$ cat src/pcfg_map.svh
// register offsets, field positions and reset values of the port configuration block
// assumes a cpu register port in bank 1 with a register-addressing qualifier
// Notes on behaviour
// RULE1: port 0 pull-up bit one per pin
// RULE2: push-pull or alternate mode forces pull-up off
// RULE3: pull-up register at e2 in bank 1
// RULE4: all configuration bits clear on reset
// RULE5: only register addressing reaches these registers
// RULE6: port 1 low at e3, bits 7-4 unused
// RULE7: port 1 pin 1 modes, 10 is analog 9
// RULE8: port 1 pin 0 modes, 10 is analog 8
// RULE9: port 2 high at e4, pins 7-4
// RULE10: pin 7 serial 0 receive in/out modes
// RULE11: pin 6 serial 0 transmit modes
// RULE12: pin 5 serial 1 receive in/out modes
// RULE13: pin 4 serial 1 transmit modes
// RULE14: port 2 low at e5, pins 3-0
// RULE15: pin 3 timer a capture and output
// RULE16: pin 2 timer a clock, 01 unavailable
// RULE17: port 0 codes 10 and 11 suppress pull-up
`ifndef PCFG_MAP_SVH
`define PCFG_MAP_SVH
`define PCFG_ADDR_P0_PULLUP   8'he2
`define PCFG_ADDR_P1_MODE_LO  8'he3
`define PCFG_ADDR_P2_MODE_HI  8'he4
`define PCFG_ADDR_P2_MODE_LO  8'he5
`define PCFG_RESET_VALUE      8'h00
`define PCFG_P1_USED_MASK     8'h0f
`define PCFG_MODE_SCHMITT     2'h0
`define PCFG_MODE_ALT_LOW     2'h1
`define PCFG_MODE_ALT_HIGH    2'h2
`define PCFG_MODE_PUSH_PULL   2'h3
`endif

$ cat src/pcfg_pkg.sv
// types shared by the port configuration block
// assumes pcfg_map.svh supplies the numeric constants
package pcfg_pkg;
  typedef struct packed {
    logic [7:0] port0_pullup_enable;
    logic [7:0] port1_mode_low;
    logic [7:0] port2_mode_high;
    logic [7:0] port2_mode_low;
  } pcfg_regs_t;
  // per pin pad control
  typedef struct packed {
    logic pull_up;   // pull-up resistor on
    logic drive_oe_n; // low while the pad is driven
    logic drive_val; // level driven
  } pcfg_pad_t;
endpackage

$ cat src/pcfg_pullup_gate.sv
// gates each port 0 pull-up enable with that pin's mode field
// assumes port 0 mode fields arrive from the port 0 control logic
`timescale 1ns/1ps
module pcfg_pullup_gate #(
  parameter int PINS = 8
) (
  input  wire logic [PINS-1:0]   enable,     // stored pull-up bits
  input  wire logic [2*PINS-1:0] mode,       // port 0 mode fields
  output logic      [PINS-1:0]   pull_up     // effective pull-up per pin
);
  // codes 10 and 11 both have the upper bit set
  for (genvar i = 0; i < PINS; i++) begin : g_pin
    assign pull_up[i] = enable[i] & ~mode[2*i+1]; // RULE2 RULE17 RULE1
  end
endmodule

$ cat src/pcfg_pad_mux.sv
// one port 2 pad: picks drive and enable from a 2-bit mode field
// assumes alt_low_val carries the peripheral output for mode 01
`timescale 1ns/1ps
`include "pcfg_map.svh"
module pcfg_pad_mux #(
  parameter bit ALT_ALLOWED = 1'b1
) (
  input  wire logic [1:0]   mode,        // pin mode field
  input  wire logic         out_val,     // port data latch bit
  input  wire logic         alt_low_val, // peripheral output for mode 01
  output pcfg_pkg::pcfg_pad_t pad        // pad control
);
  // open-drain drives only a low level, push-pull drives both
  always_comb begin
    pad = '0;
    pad.drive_oe_n = 1'b1;
    unique case (mode)
      `PCFG_MODE_SCHMITT:   pad.drive_oe_n = 1'b1;
      `PCFG_MODE_ALT_LOW: begin
        pad.drive_oe_n = ~ALT_ALLOWED; // RULE16
        pad.drive_val  = alt_low_val;
      end
      `PCFG_MODE_ALT_HIGH: begin
        pad.drive_oe_n = out_val;
        pad.drive_val  = 1'b0;
      end
      `PCFG_MODE_PUSH_PULL: begin
        pad.drive_oe_n = 1'b0;
        pad.drive_val  = out_val;
      end
    endcase
  end
endmodule

$ cat src/pcfg_port_regs.sv
// port configuration registers for ports 0, 1 and 2 with pad control
// assumes a cpu register port with a register-addressing qualifier and bank select
`timescale 1ns/1ps
`include "pcfg_map.svh"
module pcfg_port_regs (
  input  wire logic        ref_clk,         // core clock, 20 MHz
  input  wire logic        rst_n,           // synchronous reset, active low
  input  wire logic        reg_sel,         // access uses register addressing
  input  wire logic        bank1,           // register bank 1 selected
  input  wire logic [7:0]  reg_addr,        // register address
  input  wire logic        reg_wr,          // write strobe
  input  wire logic [7:0]  reg_wdata,       // write data
  output logic      [7:0]  reg_rdata,       // read data, zero when unmapped
  output logic             reg_hit,         // address maps to this block
  input  wire logic [15:0] port0_mode,      // port 0 mode fields from port 0 control
  input  wire logic [1:0]  port1_out,       // port 1 data latch bits
  input  wire logic [7:0]  port2_out,       // port 2 data latch bits
  input  wire logic [7:0]  port2_pin_in,    // port 2 pad levels, asynchronous
  input  wire logic        serial0_receive_out,  // serial 0 receive driven out
  input  wire logic        serial0_transmit,     // serial 0 transmit data
  input  wire logic        serial1_receive_out,  // serial 1 receive driven out
  input  wire logic        serial1_transmit,     // serial 1 transmit data
  input  wire logic        timer_a_output,       // timer a output data
  output logic      [7:0]  port0_pull_up,   // effective port 0 pull-ups
  output logic      [1:0]  port1_pull_up,   // port 1 pull-ups
  output logic      [1:0]  port1_oe_n,      // port 1 drive enables, low drives
  output logic      [1:0]  port1_val,       // port 1 drive levels
  output logic             analog_channel_8, // pin routed to analog channel 8
  output logic             analog_channel_9, // pin routed to analog channel 9
  output logic      [7:0]  port2_oe_n,      // port 2 drive enables, low drives
  output logic      [7:0]  port2_val,       // port 2 drive levels
  output logic             serial0_receive,   // synchronised receive input
  output logic             serial1_receive,   // synchronised receive input
  output logic             timer_a_capture_in, // synchronised capture input
  output logic             timer_a_ext_clock   // synchronised timer clock input
);
  // all state of the block
  typedef struct packed {
    pcfg_pkg::pcfg_regs_t regs;
    logic [7:0] sync1;
    logic [7:0] sync2;
  } pcfg_state_t;

  pcfg_state_t state;
  pcfg_state_t next_state;
  logic        access;
  pcfg_pkg::pcfg_pad_t pad [8];

  // address decode: bank 1 under register addressing only
  function automatic logic is_addr(input logic [7:0] a, input logic [7:0] target);
    return a == target;
  endfunction

  assign access = reg_sel & bank1; // RULE5

  // write path and pad synchroniser
  always_comb begin
    next_state       = state;
    next_state.sync1 = port2_pin_in;
    next_state.sync2 = state.sync1;
    if (access && reg_wr) begin
      if (is_addr(reg_addr, `PCFG_ADDR_P0_PULLUP)) begin
        next_state.regs.port0_pullup_enable = reg_wdata; // RULE3 RULE1
      end
      if (is_addr(reg_addr, `PCFG_ADDR_P1_MODE_LO)) begin
        next_state.regs.port1_mode_low = reg_wdata & `PCFG_P1_USED_MASK; // RULE6
      end
      if (is_addr(reg_addr, `PCFG_ADDR_P2_MODE_HI)) begin
        next_state.regs.port2_mode_high = reg_wdata; // RULE9
      end
      if (is_addr(reg_addr, `PCFG_ADDR_P2_MODE_LO)) begin
        next_state.regs.port2_mode_low = reg_wdata; // RULE14
      end
    end
  end

  // register the state
  always_ff @(posedge ref_clk) begin
    if (!rst_n) begin
      state.regs  <= {4{`PCFG_RESET_VALUE}}; // RULE4
      state.sync1 <= 8'h00;
      state.sync2 <= 8'h00;
    end else begin
      state <= next_state;
    end
  end

  // read path, unmapped addresses read zero
  always_comb begin
    reg_rdata = 8'h00;
    reg_hit   = 1'b0;
    if (access) begin
      reg_hit = 1'b1;
      if (is_addr(reg_addr, `PCFG_ADDR_P0_PULLUP)) begin
        reg_rdata = state.regs.port0_pullup_enable;
      end else if (is_addr(reg_addr, `PCFG_ADDR_P1_MODE_LO)) begin
        reg_rdata = state.regs.port1_mode_low;
      end else if (is_addr(reg_addr, `PCFG_ADDR_P2_MODE_HI)) begin
        reg_rdata = state.regs.port2_mode_high;
      end else if (is_addr(reg_addr, `PCFG_ADDR_P2_MODE_LO)) begin
        reg_rdata = state.regs.port2_mode_low;
      end else begin
        reg_hit = 1'b0;
      end
    end
  end

  // port 0 pull-up suppression
  pcfg_pullup_gate #(.PINS(8)) u_pullup (
    .enable  (state.regs.port0_pullup_enable),
    .mode    (port0_mode),
    .pull_up (port0_pull_up)
  );

  // port 1 pins: 00 input, 01 input with pull-up, 10 analog, 11 push-pull
  for (genvar p = 0; p < 2; p++) begin : g_port1
    logic [1:0] m;
    assign m = state.regs.port1_mode_low[2*p+1:2*p];
    assign port1_pull_up[p] = (m == `PCFG_MODE_ALT_LOW);             // RULE7 RULE8
    assign port1_oe_n[p]    = ~(m == `PCFG_MODE_PUSH_PULL);          // RULE7 RULE8
    assign port1_val[p]     = port1_out[p];
  end
  assign analog_channel_9 = state.regs.port1_mode_low[3:2] == `PCFG_MODE_ALT_HIGH; // RULE7
  assign analog_channel_8 = state.regs.port1_mode_low[1:0] == `PCFG_MODE_ALT_HIGH; // RULE8

  // port 2 pins 7..4 from the high register, 3..0 from the low register
  logic [5:0] alt_val;
  logic [1:0] p2_mode [8];
  assign alt_val = {serial0_receive_out, serial0_transmit, serial1_receive_out,
                    serial1_transmit, timer_a_output, 1'b0};
  assign p2_mode[7] = state.regs.port2_mode_high[7:6]; // RULE10
  assign p2_mode[6] = state.regs.port2_mode_high[5:4]; // RULE11
  assign p2_mode[5] = state.regs.port2_mode_high[3:2]; // RULE12
  assign p2_mode[4] = state.regs.port2_mode_high[1:0]; // RULE13
  assign p2_mode[3] = state.regs.port2_mode_low[7:6];  // RULE15
  assign p2_mode[2] = state.regs.port2_mode_low[5:4];  // RULE16
  assign p2_mode[1] = state.regs.port2_mode_low[3:2];
  assign p2_mode[0] = state.regs.port2_mode_low[1:0];

  for (genvar q = 2; q < 8; q++) begin : g_port2
    pcfg_pad_mux #(.ALT_ALLOWED(q != 2)) u_pad (
      .mode        (p2_mode[q]),
      .out_val     (port2_out[q]),
      .alt_low_val (alt_val[q-2]),
      .pad         (pad[q])
    );
    assign port2_oe_n[q] = pad[q].drive_oe_n;
    assign port2_val[q]  = pad[q].drive_val;
  end

  // pins 1 and 0 belong to other logic: plain open-drain and push-pull only
  for (genvar r = 0; r < 2; r++) begin : g_port2_low
    assign port2_oe_n[r] = (p2_mode[r] == `PCFG_MODE_PUSH_PULL) ? 1'b0 :
                           (p2_mode[r] == `PCFG_MODE_ALT_HIGH) ? port2_out[r] : 1'b1;
    assign port2_val[r]  = (p2_mode[r] == `PCFG_MODE_PUSH_PULL) & port2_out[r];
  end
  assign pad[0] = '0;
  assign pad[1] = '0;

  // peripheral inputs only in schmitt input mode, from the second sync stage
  assign serial0_receive    = (p2_mode[7] == `PCFG_MODE_SCHMITT) & state.sync2[7]; // RULE10
  assign serial1_receive    = (p2_mode[5] == `PCFG_MODE_SCHMITT) & state.sync2[5]; // RULE12
  assign timer_a_capture_in = (p2_mode[3] == `PCFG_MODE_SCHMITT) & state.sync2[3]; // RULE15
  assign timer_a_ext_clock  = (p2_mode[2] == `PCFG_MODE_SCHMITT) & state.sync2[2]; // RULE16
endmodule

$ cat config.mk
export PLATFORM = sky130hd
export DESIGN_NAME = pcfg_port_regs
export DESIGN_NICKNAME = d
export VERILOG_FILES = /design/src/pcfg_pkg.sv /design/src/pcfg_pullup_gate.sv /design/src/pcfg_pad_mux.sv /design/src/pcfg_port_regs.sv
export VERILOG_INCLUDE_DIRS = /design/src
export SDC_FILE = /design/constraint.sdc
export NUM_CORES = 1
export LEC_CHECK = 0
export BUFFER_PORTS_ARGS = -buffer_cell sky130_fd_sc_hd__buf_4
export CORE_MARGIN = 3
export CORE_UTILIZATION = 41
export CTS_BUF_LIST = sky130_fd_sc_hd__clkbuf_4 sky130_fd_sc_hd__clkbuf_8 sky130_fd_sc_hd__clkbuf_16
export CTS_CLUSTER_DIAMETER = 50
export DETAILED_ROUTE_END_ITERATION = 8
export PLACE_DENSITY_LB_ADDON = 0.12
export SLEW_MARGIN = 15
export SYNTH_ARGS = -nofsm -noshare
export SYNTH_HDL_FRONTEND = slang
export SYNTH_SLANG_ARGS = --single-unit
$ cat constraint.sdc
create_clock -name ref_clk -period 1.24 [get_ports ref_clk]
set_clock_uncertainty 0.05 [all_clocks]
set_input_delay 0.186 -clock ref_clk [delete_from_list [all_inputs] [get_ports ref_clk]]
set_output_delay 0.186 -clock ref_clk [all_outputs]
set_load 0.02 [all_outputs]
==> results.cfg <==
[global_routing]
grt_max_degree = 42
grt_pass1_vias = 1881
grt_util_all_layers_pct = 20.5
antenna_found_initial = 0
grt_pass1_wl_um = 8850
grt_overflow_total = 0

[clock_network]
cts_max_level = 2
clock_latency_ns = 0.28
clk_pin_slew_ns = 0.07
cts-root-buf = clkbuf_8
cts.hold.buffers_added = 0
cts_tree = yes
cts_buffers = 5
clockBufferDepth = 2
cts_sinks = 36

[finish]
n_antenna_cell = 0
final_cell_area_um2 = 3450
regArea_um2 = 759
multi_input_area_um2 = 1380
syn_to_final_growth_pct = 74.1
drive_above_1_share_pct = 58.3
fin_nets = 392
fillers = 331

[power]
power_density_nw_per_um2 = 770
leakagePower_nw = 1.54
ir_drop_mv = 0.532

[placement]
dp_slack_ns = -0.321
dp_hpwl_um = 4220
finalWeightedCongestion = 0.823
dpl_cell_area_um2 = 2870
portBuffers = 88

[synthesis]
synth_cells = 221
yosysWarnings = 0
yosys-top-cells-area = dfxtp_1, mux2i_1, nand2_1
yosysMostFrequentCell = nand2_1
avgSynthCellArea_um2 = 8.96
synth-async-reset-ratio_pct = 0
yosysTopAreaCell = dfxtp_1
ys_seq_elements = 36
synth_edf_count = 0
syn_nets = 281
syn-cell-area_um2 = 1980
netlist_top_cells_count = nand2_1, dfxtp_1, mux2i_1
synth_top_area_share_pct = 36.4
yosysSeqAreaShare_pct = 36.4
synth.distinct_cells = 33
ys.flop_type = dfxtp_1

[setup_path]
r2r_start = p2_mode[7]
crit_fanout = 5
reg2regPathDepth = 4
start_kind = input port
r2r_setup_slack_ns = 0.42
reg2reg_to = p2_mode[7]
endpoint_kind = output port
criticalPathCategory = in2out
cp.arrival_ns = 1.30
critPathRequiredTime_ns = 1.00

[die]
num_rows = 24
die_w_um = 75.5
die_y_um = 75.5
start_util_pct = 43.9
num_io_pins = 105
dieArea_um2 = 5700
core_area_um2 = 4500

[detailed_routing]
firstDrtPassIters = 4
avgViaCountPerCell = 5.37
routed_wl_um = 6170
first_iter_violations = 93
drc = 0
routedWlPerCell_um = 16.0
vias = 2068
ant_nets = 0

[worst_hold_path]
min_to = next_state[2]
hold_class = in2reg
hp-start = port2_pin_in[2]
whs_path_depth = 2

[sta]
min_period_ns = 1.54
fin_crit_sh_pct = 124
setup_viol = 32
worst_slew_pin_slew_ns = 0.405
max_freq_mhz = 651
worst_slack_ns = -0.297
hold_viol = 0
hold_ws_ns = 0.0553
slew-limit-headroom_pct = 73.0
finalMaxSlewViolations = 0
rsz0062_at_grt = yes

[outcome]
violations = negative setup slack
run_status = complete, but fails checks

[run]
cap_viol_max_count = 0
==> through the flow <==
stage          TNS (ns)  power (W)  utilization, %  instances
2_1_floorplan    -0.630    0.00133               -        221
3_3_place_gp      -8.20    0.00149            63.6        369
3_5_place_dp      -9.10    0.00150            63.6        369
4_1_cts           -2.94    0.00263            70.9        380
5_1_grt           -5.09    0.00275            76.5        385
6_report          -3.20    0.00265            76.5        385
==> routing by layer <==
| metal | vias up | global-route usage [%] | routed length [um] |
|---|---|---|---|
| met5 | - | 0 | 0 |
| met1 | 996 | 27.2 | 2570 |
| met2 | 71 | 33.6 | 3110 |
| met3 | 10 | 4.22 | 390 |
| li1 | 991 | - | - |
| met4 | 0 | 6.21 | 90 |
==> power breakdown <==
group / switching [W] / total [W] / internal [W]
logic: 0.000166 / 0.000367 / 0.000202
registers: 0.00000261 / 0.00116 / 0.00115
clock network: 0.000421 / 0.00113 / 0.000709
total: 0.000589 / 0.00265 / 0.00207
==> layout by cell type (no fill, tap or decap), types with 3 or more instances in the layout <==
cell type	n
nor2b_4	3
nand4_1	12
mux2i_1	34
clkbuf_8	7
and2_1	9
nor2b_2	3
dfxtp_4	6
inv_1	9
dfxtp_1	17
a21oi_2	3
buf_6	30
a21oi_1	5
dfxtp_2	13
nor3b_2	4
buf_4	86
nor2b_1	11
nand2_1	38
nand3_2	4
a21oi_4	3
==> registers in the layout (all words and copies together), names as in the netlist <==
name / cells
g_port1.m: 4
next_state: 4
p2_mode: 16
state: 12
==> timing repair <==
item,in CTS,in global routing
buffers inserted,3,7
gates cloned,0,1
endpoints found under the hold margin,0,0
endpoints found under the setup margin,25,55
resized for setup,52,54
pin swaps,11,16
==> worst max-delay path: stages <==
cell      delay [ns]
buf_6           0.09
and4b_2         0.35
buf_12          0.15
nand2_8         0.06
a311oi_4        0.30
buf_6           0.16
==> worst max-delay path by stage <==
stage / startpoint / to / slack (ns) / cells past startpoint
after CTS: reg_addr[4] / reg_rdata[2] / -0.27 / 6
after global routing: reg_addr[4] / reg_rdata[1] / -0.32 / 6
after global placement: reg_addr[2] / reg_rdata[3] / -0.33 / 5
final: reg_addr[4] / reg_rdata[1] / -0.30 / 6
after floorplan: reg_addr[4] / reg_rdata[1] / -0.07 / 4
after detailed placement: reg_addr[4] / reg_rdata[1] / -0.32 / 6
==> kinds of logic (layout without fill, tap and decap cells) <==
logic type	count (synthesis)	count (layout)	share of synthesized area, %
AO/OA/AOI/OAI	20	20	6.19
buffers and inverters	26	138	8.34
flip-flops	36	36	36.4
multiplexers	37	37	18.8
AND/OR/NAND/NOR	102	102	30.2
==> layout make-up <==
| cell class | count | area share (%) |
|---|---|---|
| tap | 52 | 1.89 |
| sequential | 36 | 22.0 |
| clock inverter | 1 | 0.871 |
| timing repair buffer | 121 | 31.3 |
| clock buffer | 7 | 2.80 |
| inverter | 9 | 0.980 |
| multi-input combinational | 159 | 40.1 |
No activity file was read; power rests on OpenSTA's default activity.
